**src/hdl/fecs_consts.svh**
```systemverilog
/*
 * constants of the flash erase command sequencer: flash command bytes,
 * status bit positions, register offsets and strobe timing.
 * assumes a 50 MHz system clock and an 8-bit flash data path.
 */
`ifndef FECS_CONSTS_SVH
`define FECS_CONSTS_SVH

`define FECS_CMD_READ_STATUS 8'h70
`define FECS_CMD_ERASE_SETUP 8'h20
`define FECS_CMD_CHIP_SETUP 8'h30
`define FECS_CMD_CONFIRM 8'hD0
`define FECS_CMD_READ_ARRAY 8'hFF
`define FECS_CMD_CLEAR_STATUS 8'h50

`define FECS_SR_READY 7
`define FECS_SR_ERASE_ERR 5
`define FECS_SR_PROG_ERR 4
`define FECS_SR_PROTECT 1

`define FECS_REG_CTRL 8'h00
`define FECS_REG_ADDR 8'h04
`define FECS_REG_STATUS 8'h08
`define FECS_REG_IRQ_STAT 8'h0C
`define FECS_REG_IRQ_MASK 8'h10

`define FECS_CTRL_START 0
`define FECS_CTRL_DEFER 3
`define FECS_IRQ_DONE 0
`define FECS_IRQ_ERR 1

`define FECS_CLK_NS 20
`define FECS_T_STROBE_NS 60
`define FECS_STROBE_CYC ((`FECS_T_STROBE_NS + `FECS_CLK_NS - 1) / `FECS_CLK_NS)

`endif

```
**src/hdl/fecs_pkg.sv**
```systemverilog
/*
 * types of the flash erase command sequencer.
 * does not include fecs_consts.svh; the state, op and result encodings are numbered here.
 */
`default_nettype none
package fecs_pkg;

    typedef enum logic [3:0] {
        S_IDLE = 4'b0000,
        S_PRE_CMD = 4'b0001,
        S_PRE_READ = 4'b0010,
        S_SETUP = 4'b0011,
        S_CONFIRM = 4'b0100,
        S_POST_READ = 4'b0101,
        S_CHECK = 4'b0110,
        S_SIMPLE = 4'b0111
    } fecs_state_e;

    typedef enum logic [1:0] {
        OP_BLOCK = 2'b00,
        OP_CHIP = 2'b01,
        OP_CLEAR = 2'b10,
        OP_ARRAY = 2'b11
    } fecs_op_e;

    typedef enum logic [1:0] {
        RES_OK = 2'b00,
        RES_PROTECT = 2'b01,
        RES_SEQ = 2'b10,
        RES_ERASE = 2'b11
    } fecs_res_e;

endpackage

`default_nettype wire

```
**src/hdl/fecs_host.sv**
```systemverilog
/*
 * host-side erase sequencer for a parallel flash: software orders block
 * erase, chip erase, status clear or read-array over classic wishbone; the
 * block drives the flash pins and polls its status byte.
 * assumes flash pins synchronous to clk_i and an 8-bit flash data bus.
 */
`timescale 1ns/1ps
`default_nettype none
`include "fecs_consts.svh"

module fecs_host #(
    parameter int FA_W = 22
) (
    input wire logic clk_i,
    input wire logic rst_i,
    input wire logic [7:0] wb_adr_i,
    input wire logic [31:0] wb_dat_i,
    input wire logic [3:0] wb_sel_i,
    input wire logic wb_we_i,
    input wire logic wb_cyc_i,
    input wire logic wb_stb_i,
    output logic [31:0] wb_dat_o,
    output logic wb_ack_o,
    output logic irq_o,
    output logic [FA_W-1:0] flash_addr_o,
    input wire logic [7:0] flash_dq_i,
    output logic [7:0] flash_dq_o,
    output logic flash_dq_oe_o,
    output logic flash_ce_n_o,
    output logic flash_we_n_o,
    output logic flash_oe_n_o
);

    localparam logic [3:0] STB = 4'(`FECS_STROBE_CYC);

    fecs_pkg::fecs_state_e state_r, state_nxt;
    fecs_pkg::fecs_op_e op_r, op_nxt;
    fecs_pkg::fecs_res_e res_r, res_nxt;
    logic [3:0] cnt_r, cnt_nxt;
    logic [7:0] sr_r, sr_nxt;
    logic [FA_W-1:0] blk_r, blk_nxt;
    logic defer_r, defer_nxt;
    logic [1:0] ist_r, ist_nxt;
    logic [1:0] imask_r, imask_nxt;
    logic ack_nxt, irq_nxt;
    logic [31:0] rdat_nxt;
    logic [FA_W-1:0] fa_nxt;
    logic [7:0] fdq_nxt;
    logic foe_nxt, ce_n_nxt, we_n_nxt, oe_n_nxt;

    logic wb_req, wb_wr, go, bus_st, bus_wr, strobe_on, sample, phase_end;
    logic done_ev, err_ev;
    logic [7:0] bus_data;
    logic [FA_W-1:0] bus_addr;
    logic [31:0] wmask, ctrl_w;
    logic [1:0] ist_clr;

    assign wb_req = wb_cyc_i && wb_stb_i && !wb_ack_o;
    assign wb_wr = wb_req && wb_we_i;
    assign wmask = {{8{wb_sel_i[3]}}, {8{wb_sel_i[2]}}, {8{wb_sel_i[1]}}, {8{wb_sel_i[0]}}};
    assign ctrl_w = wb_dat_i & wmask;
    // start while busy is dropped: one sequence at a time
    assign go = wb_wr && wb_adr_i == `FECS_REG_CTRL && ctrl_w[`FECS_CTRL_START]
        && state_r == fecs_pkg::S_IDLE;
    assign strobe_on = cnt_r >= 4'h1 && cnt_r <= STB;
    assign sample = cnt_r == STB + 4'h1;
    assign phase_end = cnt_r == STB + 4'h2;

    // what each bus state puts on the flash pins
    always_comb
    begin
        bus_st = 1'b1;
        bus_wr = 1'b1;
        bus_data = 8'h00;
        bus_addr = '0;
        case (state_r)
            fecs_pkg::S_PRE_CMD: bus_data = `FECS_CMD_READ_STATUS;
            fecs_pkg::S_PRE_READ: bus_wr = 1'b0;
            fecs_pkg::S_POST_READ: bus_wr = 1'b0;
            fecs_pkg::S_SETUP:
            begin
                bus_data = (op_r == fecs_pkg::OP_CHIP) ? `FECS_CMD_CHIP_SETUP
                    : `FECS_CMD_ERASE_SETUP;
            end
            fecs_pkg::S_CONFIRM:
            begin
                bus_data = `FECS_CMD_CONFIRM;
                // chip erase confirm may go anywhere; zero keeps it simple
                bus_addr = (op_r == fecs_pkg::OP_CHIP) ? '0 : blk_r;
            end
            fecs_pkg::S_SIMPLE:
            begin
                bus_data = (op_r == fecs_pkg::OP_ARRAY) ? `FECS_CMD_READ_ARRAY
                    : `FECS_CMD_CLEAR_STATUS;
            end
            default: bus_st = 1'b0;
        endcase
    end

    // sequencer
    always_comb
    begin
        state_nxt = state_r;
        op_nxt = op_r;
        res_nxt = res_r;
        sr_nxt = sr_r;
        cnt_nxt = bus_st ? (phase_end ? 4'h0 : cnt_r + 4'h1) : 4'h0;
        done_ev = 1'b0;
        err_ev = 1'b0;
        if (bus_st && sample && !bus_wr)
            sr_nxt = flash_dq_i;
        case (state_r)
            fecs_pkg::S_IDLE:
            begin
                if (go)
                begin
                    op_nxt = fecs_pkg::fecs_op_e'(ctrl_w[2:1]);
                    state_nxt = (ctrl_w[2] == 1'b1) ? fecs_pkg::S_SIMPLE : fecs_pkg::S_PRE_CMD;
                end
            end
            fecs_pkg::S_PRE_CMD:
                if (phase_end)
                    state_nxt = fecs_pkg::S_PRE_READ;
            fecs_pkg::S_PRE_READ:
                // busy means read again; no timeout, software may reset
                if (phase_end && sr_r[`FECS_SR_READY])
                    state_nxt = fecs_pkg::S_SETUP;
            fecs_pkg::S_SETUP:
                if (phase_end)
                    state_nxt = fecs_pkg::S_CONFIRM;
            fecs_pkg::S_CONFIRM:
                if (phase_end)
                    state_nxt = fecs_pkg::S_POST_READ;
            fecs_pkg::S_POST_READ:
                if (phase_end && sr_r[`FECS_SR_READY])
                    state_nxt = fecs_pkg::S_CHECK;
            fecs_pkg::S_CHECK:
            begin
                state_nxt = fecs_pkg::S_IDLE;
                done_ev = 1'b1;
                if (defer_r)
                    res_nxt = fecs_pkg::RES_OK;
                else if (sr_r[`FECS_SR_PROTECT])
                    res_nxt = fecs_pkg::RES_PROTECT;
                else if (sr_r[`FECS_SR_PROG_ERR] && sr_r[`FECS_SR_ERASE_ERR])
                    res_nxt = fecs_pkg::RES_SEQ;
                else if (sr_r[`FECS_SR_ERASE_ERR])
                    res_nxt = fecs_pkg::RES_ERASE;
                else
                    res_nxt = fecs_pkg::RES_OK;
                err_ev = res_nxt != fecs_pkg::RES_OK;
            end
            fecs_pkg::S_SIMPLE:
            begin
                if (phase_end)
                begin
                    state_nxt = fecs_pkg::S_IDLE;
                    done_ev = 1'b1;
                end
            end
            default: state_nxt = fecs_pkg::S_IDLE;
        endcase
        // pins lag the state by one flop; address leads the strobe by a cycle
        fa_nxt = bus_addr;
        fdq_nxt = bus_data;
        foe_nxt = bus_st && bus_wr;
        ce_n_nxt = !(bus_st && strobe_on);
        we_n_nxt = !(bus_st && strobe_on && bus_wr);
        oe_n_nxt = !(bus_st && strobe_on && !bus_wr);
    end

    // register file
    always_comb
    begin
        blk_nxt = blk_r;
        defer_nxt = defer_r;
        imask_nxt = imask_r;
        ist_clr = 2'b00;
        rdat_nxt = 32'h0000_0000;
        ack_nxt = wb_req;
        if (wb_wr)
        begin
            case (wb_adr_i)
                `FECS_REG_CTRL:
                    if (wb_sel_i[0])
                        defer_nxt = wb_dat_i[`FECS_CTRL_DEFER];
                `FECS_REG_ADDR: blk_nxt = FA_W'((32'(blk_r) & ~wmask) | ctrl_w);
                `FECS_REG_IRQ_STAT: ist_clr = ctrl_w[1:0];
                `FECS_REG_IRQ_MASK:
                    if (wb_sel_i[0])
                        imask_nxt = wb_dat_i[1:0];
                default: ist_clr = 2'b00;
            endcase
        end
        else if (wb_req)
        begin
            case (wb_adr_i)
                `FECS_REG_CTRL: rdat_nxt = {28'h000_0000, defer_r, op_r, 1'b0};
                `FECS_REG_ADDR: rdat_nxt = 32'(blk_r);
                `FECS_REG_STATUS:
                begin
                    rdat_nxt = {16'h0000, sr_r, 5'h00, res_r,
                        state_r != fecs_pkg::S_IDLE};
                end
                `FECS_REG_IRQ_STAT: rdat_nxt = {30'h0000_0000, ist_r};
                `FECS_REG_IRQ_MASK: rdat_nxt = {30'h0000_0000, imask_r};
                default: rdat_nxt = 32'h0000_0000;
            endcase
        end
        // a new event beats a clear in the same cycle
        ist_nxt = (ist_r & ~ist_clr) | {err_ev, done_ev};
        irq_nxt = |(ist_nxt & imask_nxt);
    end

    always_ff @(posedge clk_i)
    begin
        if (rst_i)
        begin
            state_r <= fecs_pkg::S_IDLE;
            op_r <= fecs_pkg::OP_BLOCK;
            res_r <= fecs_pkg::RES_OK;
            cnt_r <= 4'h0;
            sr_r <= 8'h00;
            blk_r <= '0;
            defer_r <= 1'b0;
            ist_r <= 2'b00;
            imask_r <= 2'b00;
            wb_ack_o <= 1'b0;
            wb_dat_o <= 32'h0000_0000;
            irq_o <= 1'b0;
            flash_addr_o <= '0;
            flash_dq_o <= 8'h00;
            flash_dq_oe_o <= 1'b0;
            flash_ce_n_o <= 1'b1;
            flash_we_n_o <= 1'b1;
            flash_oe_n_o <= 1'b1;
        end
        else
        begin
            state_r <= state_nxt;
            op_r <= op_nxt;
            res_r <= res_nxt;
            cnt_r <= cnt_nxt;
            sr_r <= sr_nxt;
            blk_r <= blk_nxt;
            defer_r <= defer_nxt;
            ist_r <= ist_nxt;
            imask_r <= imask_nxt;
            wb_ack_o <= ack_nxt;
            wb_dat_o <= rdat_nxt;
            irq_o <= irq_nxt;
            flash_addr_o <= fa_nxt;
            flash_dq_o <= fdq_nxt;
            flash_dq_oe_o <= foe_nxt;
            flash_ce_n_o <= ce_n_nxt;
            flash_we_n_o <= we_n_nxt;
            flash_oe_n_o <= oe_n_nxt;
        end
    end
endmodule

`default_nettype wire

```
**config.mk**
```make
export PLATFORM = sky130hd
export DESIGN_NAME = fecs_host
export DESIGN_NICKNAME = d
export VERILOG_FILES = /design/src/hdl/fecs_pkg.sv /design/src/hdl/fecs_host.sv
export VERILOG_INCLUDE_DIRS = /design/src /design/src/hdl
export SDC_FILE = /design/constraint.sdc
export NUM_CORES = 1
export LEC_CHECK = 0
export BUFFER_PORTS_ARGS = -buffer_cell sky130_fd_sc_hd__buf_4
export CORE_MARGIN = 1.5
export CORE_UTILIZATION = 45
export DETAILED_ROUTE_END_ITERATION = 10
export PLACE_DENSITY = 0.71
export SYNTH_ARGS = -nofsm -noshare
export SYNTH_HDL_FRONTEND = slang
export SYNTH_SLANG_ARGS = --single-unit
```
**constraint.sdc**
```tcl
create_clock -name clk_i -period 2.49 [get_ports clk_i]
set_input_delay 0.6225 -clock clk_i [delete_from_list [all_inputs] [get_ports clk_i]]
set_output_delay 0.6225 -clock clk_i [all_outputs]
set_load 0.1 [all_outputs]
```
## Word level (Yosys, flattened, before mapping)

Cells that the tools add are included.

- Bits in registers: 115
- Input bits: 57

- Add/subtract/negate cells: 1
- Magnitude comparators: 2
- Eq/ne operators: 22
- Mux-type cells: 28
- Bitwise logic cells: 11
- Reductions and logical operators: 33

Operators by type and width:

| kind | count |
|---|---|
| 22-bit one-hot mux with 5 select lines | 1 |
| 22-bit bitwise AND | 2 |
| 8-bit one-hot mux with 4 select lines | 1 |
| 4-bit two-way mux | 7 |
| 4-bit one-hot mux with 7 select lines | 1 |
| 4-bit by 3-bit == test with 1-bit output (second input constant) | 6 |
| 22-bit inverter | 1 |
| 22-bit OR | 1 |
| 2-bit two-way mux | 10 |
| 8-bit by 4-bit == test with 1-bit output (second input constant) | 2 |
| 1-bit logical AND | 15 |
| 2-bit != test (second input constant) | 7 |
| 3-bit OR reduction | 3 |
| 4-bit by 2-bit == test with 1-bit output (second input constant) | 2 |
| 8-bit by 3-bit == test with 1-bit output (second input constant) | 1 |
| 8-bit by 5-bit == test with 1-bit output (second input constant) | 1 |
| 8-bit logical NOT | 1 |
| 8-bit two-way mux | 1 |
| 7-bit AND reduction | 1 |
| 6-bit OR reduction | 1 |
| 5-bit two-way mux | 1 |
| 4-bit by 1-bit adder with 4-bit output (second input constant) | 1 |
| 2-bit bitwise AND | 2 |
| 4-bit by 1-bit == test with 1-bit output (second input constant) | 1 |
| other kinds (17) | 27 |

## Logic depth before layout (Yosys ltp)

Gate-level depths: netlist (run 1).

- Word-level depth: 10
- Depth in mapped cells: 7
- Mapped depth without buffers: 7

## Worst setup path after synthesis (run 1)

No wires, ideal clock.

- Kind: reg2reg
- From: register wb_ack_o
- To: register op_r[0]
- Library setup time: 65 ps
- Data arrival time: 2070 ps
- Data required time: 2425 ps
- Setup slack: 355 ps
- Cell stages (with the launch flop): 6
- Path buffers: 0
- Period minus slack after synthesis: 2135 ps
- Cells stage by stage: dfxtp_1 nand3b_1 nor4_2 nand4_2 mux2_1 nor2_1

- Longest elaborated chain between the ends: 7

RTL lines:

| element | line | RTL |
|---|---|---|
| from (decl) | fecs_host.sv:23 | `output logic wb_ack_o,` |
| from (signal assigned) | fecs_host.sv:249 | `wb_ack_o <= ack_nxt;` |
| 1-bit logical NOT | fecs_host.sv:58 | `assign wb_req = wb_cyc_i && wb_stb_i && !wb_ack_o;` |
| 1-bit logical AND | fecs_host.sv:58 |  |
| 1-bit logical AND | fecs_host.sv:59 | `assign wb_wr = wb_req && wb_we_i;` |
| 1-bit logical AND (no source line) | -- |  |
| 1-bit logical AND (2 in a row) | fecs_host.sv:63 | `` assign go = wb_wr && wb_adr_i == `FECS_REG_CTRL && ctrl_w[`FECS_CTRL_START] `` |
| 2-bit AND reduction (no source line) | -- |  |
| to (signal assigned) | fecs_host.sv:220 | `op_r <= fecs_pkg::OP_BLOCK;` |
| to (signal assigned) | fecs_host.sv:241 | `op_r <= op_nxt;` |
| to (decl) | fecs_host.sv:37 | `fecs_pkg::fecs_op_e op_r, op_nxt;` |

No other way between the ends.
A chain may end at the register's enable or synchronous reset.

## Worst setup path in the final report (run 1)

- From: register state_r[0]
- To: register sr_r[2]

- Longest elaborated chain between the ends: 5
- Elaborated cells between the ends (all ways): 11
- Those cells by class: 6 x eq/ne; 1 x mux; 4 x reduce/logical

RTL lines:

| element | line | RTL |
|---|---|---|
| from (decl) | fecs_host.sv:36 | `fecs_pkg::fecs_state_e state_r, state_nxt;` |
| from (signal assigned) | fecs_host.sv:219 | `state_r <= fecs_pkg::S_IDLE;` |
| from (signal assigned) | fecs_host.sv:240 | `state_r <= state_nxt;` |
| 4-bit by 3-bit == test with 1-bit output, or another cell as far along | fecs_host.sv:76 | `case (state_r)` |
| 6-bit OR reduction (no source line) | -- |  |
| 1-bit two-way mux | fecs_host.sv:76 |  |
| 1-bit logical AND | fecs_host.sv:110 | `if (bus_st && sample && !bus_wr)` |
| 1-bit logical AND * | fecs_host.sv:110 |  |
| to (signal assigned) | fecs_host.sv:244 | `sr_r <= sr_nxt;` |
| to (decl) | fecs_host.sv:40 | `logic [7:0] sr_r, sr_nxt;` |

Every way passes the cells marked *; elsewhere a longest branch is shown, timed or not.

==> run summary, run 1 <==
Clock transition at the register clock pins on the worst setup and hold paths after CTS: 0.10 ns. The flip-flop cell with the highest count after synthesis is sky130_fd_sc_hd__dfxtp_1. The average cell area after synthesis is 9.79 µm², and the via count of the first global-routing pass is 2,615. Dividing the detail-routed wire length by the instance count gives 13.3 µm.

The logs give 392 for the instance count of the mapped netlist and 0 for the number of max-cap violations. The worst slew margin relative to its limit was 0.573; the total routing resource utilization after global routing was 0.178. The critical path data arrival time was 2.20 ns. The most repeated cell in the gate-level netlist after synthesis is sky130_fd_sc_hd__dfxtp_1.

The setup path with the least slack is of type flop to flop. The critical path goes through a22o_1 > and4b_1 > mux2i_1 > nor2_1. The adder and majority cell fraction of the synthesized area came out at 0.0130. At the worst endpoint, the required time is 2.73 ns.

The floorplan step set the die height to 95.4 µm. In this run the power density over the cells is 570 nW/µm². Post-CTS repair changed the size of 0 cells. The logs give 50 for the number of library cell types mapped by synthesis and 0.527 for the share of synthesized area occupied by flip-flops and latches. Adding up every negative setup slack in the final design gives 0 ns. The core region is 8260 µm². The clock tree skew after final layout came out at 0.0110 ns. The fraction of the cycle the final worst path needs came out at 0.785.

In this run, the number of DRC markers left after iteration 0 of detailed routing was 129. The run gives 0 as the number of antenna cells inserted. In the routed layout, each cell is associated on average with a via count of 4.88.

The first global-routing pass estimated 12,400 µm of wire. The main combinational cell family by area after synthesis was simple AND/OR/NAND/NOR gates. The tools report the source-to-sink clock delay at the later pin of the worst-skew pair as 0.36 ns. The tree is rooted in a sky130_fd_sc_hd__clkbuf_8. Counting flops with a built-in enable in the synthesized netlist gives 0. Wires add up to 8020 µm. Across all hold checks on the routed design, the worst slack comes to 0.473 ns. Once detail routing completed, the nets flagged for antenna violations numbered 0.

The aggregate global routing overflow is 0. The final worst setup slack was 0.535 ns. Relative to the synthesized area, the layout overhead comes to 26.2%.

The origin of the critical flop-to-flop path was state_r[0]. Hold repair after CTS inserted 0 buffers. On the critical path, the stage with the largest delay is an instance of sky130_fd_sc_hd__dfxtp_1. The total number of placement rows is 33, and the number of vias in the routed layout is 2,935. The share of synthesized flip-flops with an asynchronous set or reset was 0; the minimum setup slack among reg-to-reg paths was 0.53 ns. The number of I/O pins came out at 125.

Post-synthesis cell type with the largest combined area: sky130_fd_sc_hd__dfxtp_1. Buffers inserted during clock tree synthesis total 9. The endpoint of the worst register-to-register path is sr_r[2]. For the hold violation total from the final report, the log shows 0. The kind of end point of the critical path was a flop. Max-slew violation count: 0.

Number of antenna violations at the first check in global routing: 0. In this run the deepest clock path goes through 2 buffers. Number of design rule violations left after detail routing: 0. Counting cells, the worst reg-to-reg path comes to 4. The worst hold path belongs to the class flop to flop. Critical path capture point: sr_r[2].

Detailed placement ended at an HPWL of 5900 µm. Setup-violating endpoint count in the final report: 0. Of all nets on the critical path, the largest fanout is 20. The utilization of the core after routing is 0.587. The highest cell delay on the worst timing path is 0.74 ns, and the portion of synthesized cell area occupied by the leading cell type is 0.527. The pre-antenna-repair detailed-routing pass consisted of 4 iterations. The worst setup path startpoint was state_r[0]. The H-tree depth reported by CTS was 3; the slew at the pin with the worst max-slew slack was 0.639 ns. The die is 95.4 µm wide.

The count of yosys warnings during synthesis was 0; the worst supply voltage drop on vdd was 0.401 mV. TritonCTS built the clock tree. Setup repair after global routing left no endpoint under its margin. The number of synthesized register bits is 101, and the layout cell share with drive strength beyond 1 is 0.274.

The synthesized-area fraction occupied by ao, oa, aoi and oai cells was 0.0789; the worst slack at placement was 0.150 ns. In the final design database the tool counted 552 nets. Counting I/O delays and the setup requirement, the final critical path takes 1.96 ns. The effective utilization at floorplan was 0.465. The logs give 2.76 mW for the total power of the final layout and 0 for the post-CTS setup buffer count.

By count the netlist is led by sky130_fd_sc_hd__dfxtp_1 (101), sky130_fd_sc_hd__nor2_1 (62), sky130_fd_sc_hd__mux2i_1 (35). The number of sinks driven by the clock tree is 101, and the leakage component of the power is 2.16 nW. By area the synthesized netlist is led by sky130_fd_sc_hd__dfxtp_1 (53%), sky130_fd_sc_hd__mux2i_1 (9.1%), sky130_fd_sc_hd__nor2_1 (6.1%). The synthesized-area fraction occupied by xor and xnor cells is 0.00913, and the portion of netlist area occupied by mux cells is 0.0942. The count of buffers from port buffering was 103.

STA classifies the critical path startpoint as a flop. The synthesized netlist occupies a cell area of 3840 µm². The routability-driven placement congestion ratio was 0.785; the full die area was 9090 µm². Entering global routing, the biggest net connects 36 pins.

The area fraction in and, or, nand and nor cells after synthesis is 0.224. The run finished with clean final reports. For this run, the top clock speed supported by timing is 511 MHz.
## critical path, delay by kind of cell, from the launching register on
kind	cells	cell delay, ns
simple gates	2	0.57
mux	1	0.24
flops	1	0.74
compound gates	1	0.29
## layout make-up
class                   count  area, µm²
clock buffers              10        128
clock inverters             6       52.6
fillers                   769       3410
inverters                   8       30.0
multi-input cells         260       1650
flip-flops and latches    101       2020
well taps                 105        131
repair buffers            111        833
## report_power, final
group | total (mW) | switching, mW | leakage, nW | internal [mW]
registers | 1.62 | 0.00165 | 0.813 | 1.62
logic | 0.191 | 0.129 | 1.27 | 0.0624
clock network | 0.953 | 0.573 | 0.0854 | 0.380
total | 2.76 | 0.704 | 2.16 | 2.06
## kinds of logic after synthesis
kind of cell | Yosys count
XOR/XNOR | 4
adder cells (fa/ha/maj) | 4
AND/OR/NAND/NOR | 161
flip-flops | 101
AO/OA/AOI/OAI | 45
multiplexers | 36
other | 1
buffers and inverters | 40
## per-layer routing
metal  vias up  wire, µm  track usage
met5         -         0            0
met4         0        68       0.0460
met3         8       546       0.0518
met2        91      3780        0.291
met1      1342      3620        0.229
li1       1494         -            -
## per-stage QoR
| step | instance area [µm²] | cells |
|---|---|---|
| floorplan | 3870 | 401 |
| global placement | 4660 | 585 |
| detailed placement | 4660 | 585 |
| CTS | 4840 | 601 |
| global route | 4840 | 601 |
| finish | 4840 | 601 |
## cells in the final DEF (no fill, tap or decap), types with 8 or more instances in the layout
cell / instances
sky130_fd_sc_hd__a21oi_1: 10
sky130_fd_sc_hd__a22oi_1: 9
sky130_fd_sc_hd__and2_1: 33
sky130_fd_sc_hd__buf_4: 111
sky130_fd_sc_hd__clkbuf_8: 9
sky130_fd_sc_hd__conb_1: 10
sky130_fd_sc_hd__dfxtp_1: 101
sky130_fd_sc_hd__inv_1: 8
sky130_fd_sc_hd__mux2i_1: 35
sky130_fd_sc_hd__nand2_1: 13
sky130_fd_sc_hd__nor2_1: 62
sky130_fd_sc_hd__nor2b_1: 9
sky130_fd_sc_hd__nor3_1: 8
## worst min-delay path by stage
stage / from / end / slack, ns / cells past startpoint
2_1_floorplan: flop / flash_addr_o[16] / 0.44 / 1
3_3_place_gp: flop / flash_addr_o[5] / 0.45 / 1
3_5_place_dp: flop / wb_dat_o[5] / 0.45 / 1
4_1_cts: flop / wb_dat_o[5] / 0.47 / 1
5_1_grt: wb_dat_i[20] / flop / 0.48 / 3
6_report: flop / wb_dat_o[5] / 0.47 / 1
Note: power is estimated with default switching activity, not from simulation.
==> inputs of run 2 (changes only) <==
PLACE_DENSITY = 0.74   (was 0.71)
clock period = 1.6 ns   (was 2.49 ns; I/O delays follow)
==> run 2 against run 1 <==
  * Sequential share of layout area is 2.4 points lower
  * Combinational power increased by 72%
  * Via count grew 3.8%
  * First-iteration DRC count fell by 15%
  * Final area up 6.7%
  * Worst setup slack lost 0.49 ns
  * Routed wire length up 8.7%
  * Largest power group unchanged
==> run summary, run 2 (synthesis results as in run 1) <==
The tools report the total power of the final layout as 4.48 mW (+62%). The run gives 1.82 ns (-0.38 ns) as the critical path data arrival time. Leaving out fill and tap cells, the most frequent cells in the layout are sky130_fd_sc_hd__buf_4 (125), sky130_fd_sc_hd__dfxtp_1 (94), sky130_fd_sc_hd__nor2_1 (61). Walking the worst path, the cells encountered are nand3b_1 > nor4_4 > nand3_1 > a21o_1 > o31ai_1.

The run gives 8720 µm (+8.7%) as the final wirelength. Iteration count of the initial detailed-routing pass: 4 (unchanged). The number of antenna cells inserted is 0 (unchanged), and the critical path buffer and inverter count is 0 (unchanged). The logs give 6340 µm (+7.5%) for the half-perimeter wire length of the detailed placement result and 0 (unchanged) for the number of buffers inserted for hold repair after clock tree synthesis.

Largest driver fanout on the critical path: 4 (-80%). Leaving out fill and tap cells, the most frequent cell in the layout is sky130_fd_sc_hd__buf_4. The cell with the largest stage delay on the worst path was sky130_fd_sc_hd__dfxtp_4.

The flow ran to the end, and the final reports show no timing, DRC or antenna violations. The number of vias in the routed layout is 3,047 (+3.8%), and the vias per cell is 4.90 (+0.31%). The clock tree skew after final layout was 0.0155 ns (+0.00446 ns); the via count of the first global-routing pass was 2,942 (+13%). The logs give 0 (unchanged) for the hold violation total from the final report and 0 (unchanged) for the number of max-cap violations. The shortest period the worst path allows is 1.55 ns (-0.400 ns), and the fraction of the cycle the final worst path needs is 0.972 (+0.186). The run gives 13,600 µm (+9.6%) as the global-route wire length before repair. Layout cell share with drive strength beyond 1: 0.337 (+0.0624).

STA classifies the critical path endpoint as a flop. H-tree depth reported by CTS: 3 (unchanged). The aggregate global routing overflow is 0 (unchanged), and the worst slack at placement is -0.233 ns (-0.383 ns). The tools report the tightest hold margin as 0.260 ns (-0.214 ns). For the total instance count after detailed placement, the log shows 605 (+3.4%). The number of buffers on the longest clock path came out at 2 (unchanged). The clock transition at the register clock pins on the worst setup and hold paths after CTS is 0.11 ns (about the same). The slew at the pin with the worst max-slew slack is 0.716 ns (+0.0772 ns).

The number of nets still failing antenna checks after routing came out at 0 (unchanged). The worst hold-check path type is input pin to flop. The highest cell delay on the worst timing path is 0.35 ns (-0.39 ns). The die extent in x works out to 95.4 µm (unchanged). The clock root buffer was sky130_fd_sc_hd__clkbuf_8. Count of buffers from port buffering: 103 (unchanged).

The max-slew violation count is 0 (unchanged), and the worst supply voltage drop on vdd is 0.611 mV (+52%). The run gives 2.32 nW (+7.2%) as the leakage component of the power. Setup repair after global routing could not meet its margin everywhere. The total number of placement rows is 33 (unchanged). For the final-layout setup total negative slack, the log shows 0 ns (unchanged). The setup-violating endpoint count in the final report is 0 (unchanged). The tools report the source-to-sink clock delay at the later pin of the worst-skew pair as 0.37 ns (about the same).

Kind of critical path: flop to flop. The run gives 9090 µm² (unchanged) as the full die area. The detailed-route wire length per cell was 14.0 µm (+5.0%); the peak clock frequency supported by timing was 643 MHz (+26%).

The starting DRC count in detailed routing was 110 (-15%); the layout overhead on the synthesized area was 34.6%. The number of I/O pins came out at 125 (unchanged). For the worst slew margin relative to its limit, the log shows 0.521 (-0.0519). The cell area power density came out at 866 nW/µm² (+52%). The die span in y came out at 95.4 µm (unchanged). The logs give 622 (+3.5%) for the final cell count without fillers and 1.87 ns (-0.86 ns) for the required time of the critical path.

The number of sinks driven by the clock tree was 101 (unchanged). The net count of the finished layout is 573 (+3.8%), and the largest net degree at the start of global routing is 29 (-19%). The number of antenna violations at the first check in global routing is 0 (unchanged). TritonCTS built the clock tree. The cell type group with the largest total delay on the critical path is simple AND/OR/NAND/NOR gates.

The placeable core region is 8260 µm² (unchanged), and the routability-driven placement congestion ratio is 0.833 (+6.1%). The launching element type of the critical path was a flop. The total routing resource utilization after global routing was 0.196 (+0.0179); the effective utilization at floorplan was 0.465 (unchanged). The final worst setup slack was 0.0454 ns (-0.490 ns); the number of buffers inserted during clock tree synthesis was 9 (unchanged).

The tools report the number of design rule violations left after detail routing as 0 (unchanged).
-- run 2: tightest hold or removal path: stages --
cell and delay [ns]:
sky130_fd_sc_hd__buf_4 0.08, sky130_fd_sc_hd__mux2i_1 0.05, sky130_fd_sc_hd__nor2_1 0.07
-- run 2: stage by stage --
stage | instance area, µm² | util
after global placement | 4900 | 0.594
final | 5170 | 0.626
after CTS | 5120 | 0.620
after global routing | 5170 | 0.626
after detailed placement | 4900 | 0.594
after floorplan | 3900 | -
-- run 2: cell type report --
type	count	area (µm²)
clock buffers	9	124
clock inverters	7	83.8
fillers	707	3090
inverters	8	30.0
multi-input cells	260	1700
flip-flops and latches	101	2030
well taps	105	131
repair buffers	132	1060
-- run 2: worst paths after layout --
kind / endpoint / startpoint / slack, ns / cells past startpoint
max: state_r[1] / wb_ack_o / 0.05 / 5
min: flop / wb_dat_i[20] / 0.26 / 3
max reg2reg: state_r[1] / wb_ack_o / 0.05 / 5
min reg2reg: cnt_r[0] / cnt_r[0] / 0.47 / 1
-- run 2: power breakdown --
group          internal [mW]  switching, mW
Clock                  0.636          0.996
Combinational          0.114          0.215
Sequential              2.51        0.00156
-- run 2: what timing repair did --
item                       4_1_cts  5_1_grt
setup buffers                    0        1
setup endpoints to repair       14       50
pin swaps                        1        6
gates resized for setup          6       14
-- run 2: metal layers --
metal  track usage  vias to the layer above  share of wire
li1              -                     1542              -
met1         0.243                     1408           0.45
met2         0.333                       93           0.49
met3        0.0455                        4          0.051
met4        0.0647                        0         0.0079
met5             0                        -              0
==> inputs of run 3 (changes only) <==
ABC_AREA = 1   (was not set)
==> run 3 against run 2 <==
  * Power increased by 21%
  * Sequential share of layout area up 1.2 points
  * Critical endpoint unchanged
  * Clock skew fell by 0.0010 ns
  * Flip-flop and latch count unchanged
  * Final cell count increased by 16%
  * Worst setup slack improved by 0.12 ns
  * Die area rose by 2.0%
  * Global-route usage increased by 0.52 points
  * Synthesized area up 2.1%
  * Register-to-register slack improved by 0.12 ns
  * Highest routed layer unchanged
  * First-iteration DRC count up 15%
==> run summary, run 3 <==
The standard cell area after detailed placement was 4810 µm² (-2.0%); the average cell area after synthesis was 7.82 µm² (-20%). Die extent in x: 96.3 µm (+0.99%). For the iteration count of the initial detailed-routing pass, the log shows 4 (unchanged). The run finished with clean final reports. The layout cell share with drive strength beyond 1 was 0.252 (-0.0845); the net count of the finished layout was 671 (+17%). For the post-layout instance area, the log shows 4990 µm² (-3.3%). The via count of the first global-routing pass was 3,198 (+8.7%).

The internal power is 3.51 mW (+7.6%), and the total number of placement rows is 33 (unchanged). The worst hold-check path type was input pin to flop. Setup repair after global routing left no endpoint under its margin. For the hold violation total from the final report, the log shows 0 (unchanged). The run gives 0 (unchanged) as the number of antenna violations at the first check in global routing. Most repeated cell in the gate-level netlist after synthesis: sky130_fd_sc_hd__dfxtp_1.

The global-route wire length before repair is 14,400 µm (+5.5%), and the number of synthesized register bits is 101 (unchanged). The netlist area before placement is 3920 µm² (+2.1%), and the half-perimeter wire length of the detailed placement result is 6770 µm (+6.7%). The instance count of the mapped netlist was 501 (+28%); the number of buffers on the longest clock path was 2 (unchanged). The clock network power share was 0.281 (-0.084). The run gives 0 (unchanged) as the max-slew violation count.

By count the netlist is led by sky130_fd_sc_hd__dfxtp_1 (101), sky130_fd_sc_hd__nand2_1 (99), sky130_fd_sc_hd__nor2_1 (67). The tightest hold margin was 0.279 ns (+0.0189 ns). The tools report the setup-violating endpoint count in the final report as 0 (unchanged). The cell with the largest stage delay on the worst path was sky130_fd_sc_hd__dfxtp_1. Walking the worst path, the cells encountered are inv_1 > ha_1 > inv_1 > nor3_1 > nand2_1 > nand2_1 > nand3_1 > nand2_1 > nor2_1.

For the number of buffers inserted for hold repair after clock tree synthesis, the log shows 0 (unchanged). The share of synthesized flip-flops with an asynchronous set or reset works out to 0 (unchanged). For the clock tree skew after final layout, the log shows 0.0144 ns (-0.00104 ns).

Most prevalent standard cell on the critical path: sky130_fd_sc_hd__nand2_1. Number of design rule violations left after detail routing: 0 (unchanged). The worst setup path is captured at a flop. The final wirelength came out at 8790 µm (+0.87%). The peak clock frequency supported by timing is 696 MHz (+8.2%). The top cell types in the final layout, fill and taps aside, are sky130_fd_sc_hd__buf_4 (115), sky130_fd_sc_hd__nand2_1 (99), sky130_fd_sc_hd__dfxtp_1 (99). The number of flops mapped to enable cells by yosys was 0 (unchanged). The fill cell total of the finished layout is 764 (+8.1%), and the full die area is 9270 µm² (+2.0%). The critical path is of the flop to flop type.

The tools report the starting DRC count in detailed routing as 126 (+15%). The total routing resource utilization after global routing was 0.201 (+0.00524); the highest cell delay on the worst timing path was 0.34 ns (about the same). The switching share of total power is 0.351 (+0.0806), and the portion of synthesized cell area occupied by the leading cell type is 0.516 (-0.0106). The routability-driven placement congestion ratio is 0.845 (+1.4%), and the post-CTS setup buffer count is 0 (unchanged). TritonCTS built the clock tree. The run gives 0.227 (+0.154) as the combinational fraction of design power.

The largest driver fanout on the critical path is 5 (+1), and the leakage component of the power is 2.13 nW (-8.0%). The share of synthesized area occupied by flip-flops and latches came out at 0.516 (-0.0106). The critical path buffer and inverter count is 2 (+2). The required time of the critical path is 1.86 ns (about the same), and the number of buffers inserted during clock tree synthesis is 9 (unchanged). The startpoint of the worst hold path is flash_dq_i[5]. The vias per cell was 4.76 (-2.8%). The logs give 0 (unchanged) for the aggregate global routing overflow and 2020 µm² (-0.43%) for the area of all sequential standard cells. The tools report the number of sinks driven by the clock tree as 101 (unchanged). Tracing the worst setup path back leads to its startpoint at cnt_r[1]. STA classifies the critical path startpoint as a flop.

The count of buffers from port buffering came out at 103 (unchanged). The relative contribution of sequential cells to total power came out at 0.492 (-0.070). Post-synthesis cell type with the largest combined area: sky130_fd_sc_hd__dfxtp_1. The clock transition at the register clock pins on the worst setup and hold paths after CTS came out at 0.10 ns (about the same). The net switching power figure is 1.90 mW (+57%), and the number of vias in the routed layout is 3,429 (+13%). The placeable core region is 8340 µm² (+1.0%), and the cell area power density is 1080 nW/µm² (+25%). Number of library cell types mapped by synthesis: 32 (-36%). The worst supply voltage drop on vdd came out at 1.11 mV (+82%).

The source-to-sink clock delay at the later pin of the worst-skew pair was 0.36 ns (about the same). Number of I/O pins: 125 (unchanged). The critical path data arrival time was 1.70 ns (-0.12 ns); the largest net degree at the start of global routing was 23 (-21%). Clock root buffer: sky130_fd_sc_hd__clkbuf_8.

Effective utilization at floorplan: 0.470 (+0.00485). The origin of the critical flop-to-flop path was cnt_r[1]. Number of nets still failing antenna checks after routing: 0 (unchanged). The H-tree depth reported by CTS is 3 (unchanged), and the die span in y is 96.3 µm (+0.99%).

By area the synthesized netlist is led by sky130_fd_sc_hd__dfxtp_1 (52%), sky130_fd_sc_hd__nand2_1 (9.5%), sky130_fd_sc_hd__nor2_1 (6.4%). The area used by multi-input combinational logic is 1540 µm² (-9.5%), and the layout overhead on the synthesized area is 27.5%. The post-cts gate resize count is 0 (-6), and the number of max-cap violations is 0 (unchanged). The cell type group with the largest total delay on the critical path was simple AND/OR/NAND/NOR gates.

The detailed-route wire length per cell works out to 12.2 µm (-13%). The fraction of the cycle the final worst path needs is 0.898 (-0.0734), and the number of antenna cells inserted is 0 (unchanged). Among all flip-flop cells after synthesis, the most frequent one is sky130_fd_sc_hd__dfxtp_1. Leaving out fill and tap cells, the most frequent cell in the layout is sky130_fd_sc_hd__buf_4. The count of yosys warnings during synthesis is 0 (unchanged). The shortest period the worst path allows is 1.44 ns (-0.117 ns).
-- run 3: layer usage --
metal	global-route usage	up-vias	part of all wire
li1	-	1779	-
met2	0.336	96	0.48
met3	0.0332	7	0.058
met5	0	-	0
met4	0.0845	0	0.0091
met1	0.256	1547	0.46
-- run 3: final timing paths --
path,end,slack (ns),depth (start not counted)
setup / recovery,state_r[1],0.16,9
hold / removal,sr_r[5],0.28,3
setup reg to reg,state_r[1],0.16,9
hold reg to reg,flash_addr_o[11],0.43,2
-- run 3: layout make-up --
cell class | instances | area share
Sequential cell | 101 | 0.405
Multi-Input combinational cell | 327 | 0.309
Timing Repair Buffer | 117 | 0.181
Inverter | 54 | 0.0411
Tap cell | 105 | 0.0263
Clock buffer | 9 | 0.0248
Clock inverter | 7 | 0.0130
-- run 3: power by group through the flow --
stage	Sequential (mW)	Combinational, mW	Clock (mW)
finish	2.66	1.23	1.52
global placement	2.72	1.20	0
detailed placement	2.72	1.23	0
global route	2.68	1.34	1.66
CTS	2.66	1.23	1.56
floorplan	3.04	0.618	0
-- run 3: kinds of logic after synthesis --
kind of cell,after synthesis,synth area share
AOI/OAI and AO/OA,72,0.0939
xor gates and xnor gates,2,0.00447
adders and majority gates,4,0.0128
buffers and inverters,82,0.0990
DFF,101,0.516
other,1,0.000957
and+or+nand+nor,239,0.273
-- run 3: worst reg2reg max path, stage by stage, from the launching register on --
cell and delay, ns:
sky130_fd_sc_hd__dfxtp_1 0.34, sky130_fd_sc_hd__inv_1 0.11, sky130_fd_sc_hd__ha_1 0.15, sky130_fd_sc_hd__inv_1 0.04, sky130_fd_sc_hd__nor3_1 0.25, sky130_fd_sc_hd__nand2_1 0.11, sky130_fd_sc_hd__nand2_1 0.15, sky130_fd_sc_hd__nand3_1 0.10
sky130_fd_sc_hd__nand2_1 0.06, sky130_fd_sc_hd__nor2_1 0.03
-- run 3: stage by stage --
stage	power (mW)	setup WS (ns)	util	cells	TNS (ns)
3_5_place_dp	3.95	-0.0114	0.576	704	-0.0114
2_1_floorplan	3.66	0.0746	-	510	0
6_report	5.42	0.163	0.599	720	0
5_1_grt	5.68	0.0211	0.599	720	0
4_1_cts	5.46	0.157	0.599	720	0
3_3_place_gp	3.92	0.0374	0.576	704	0
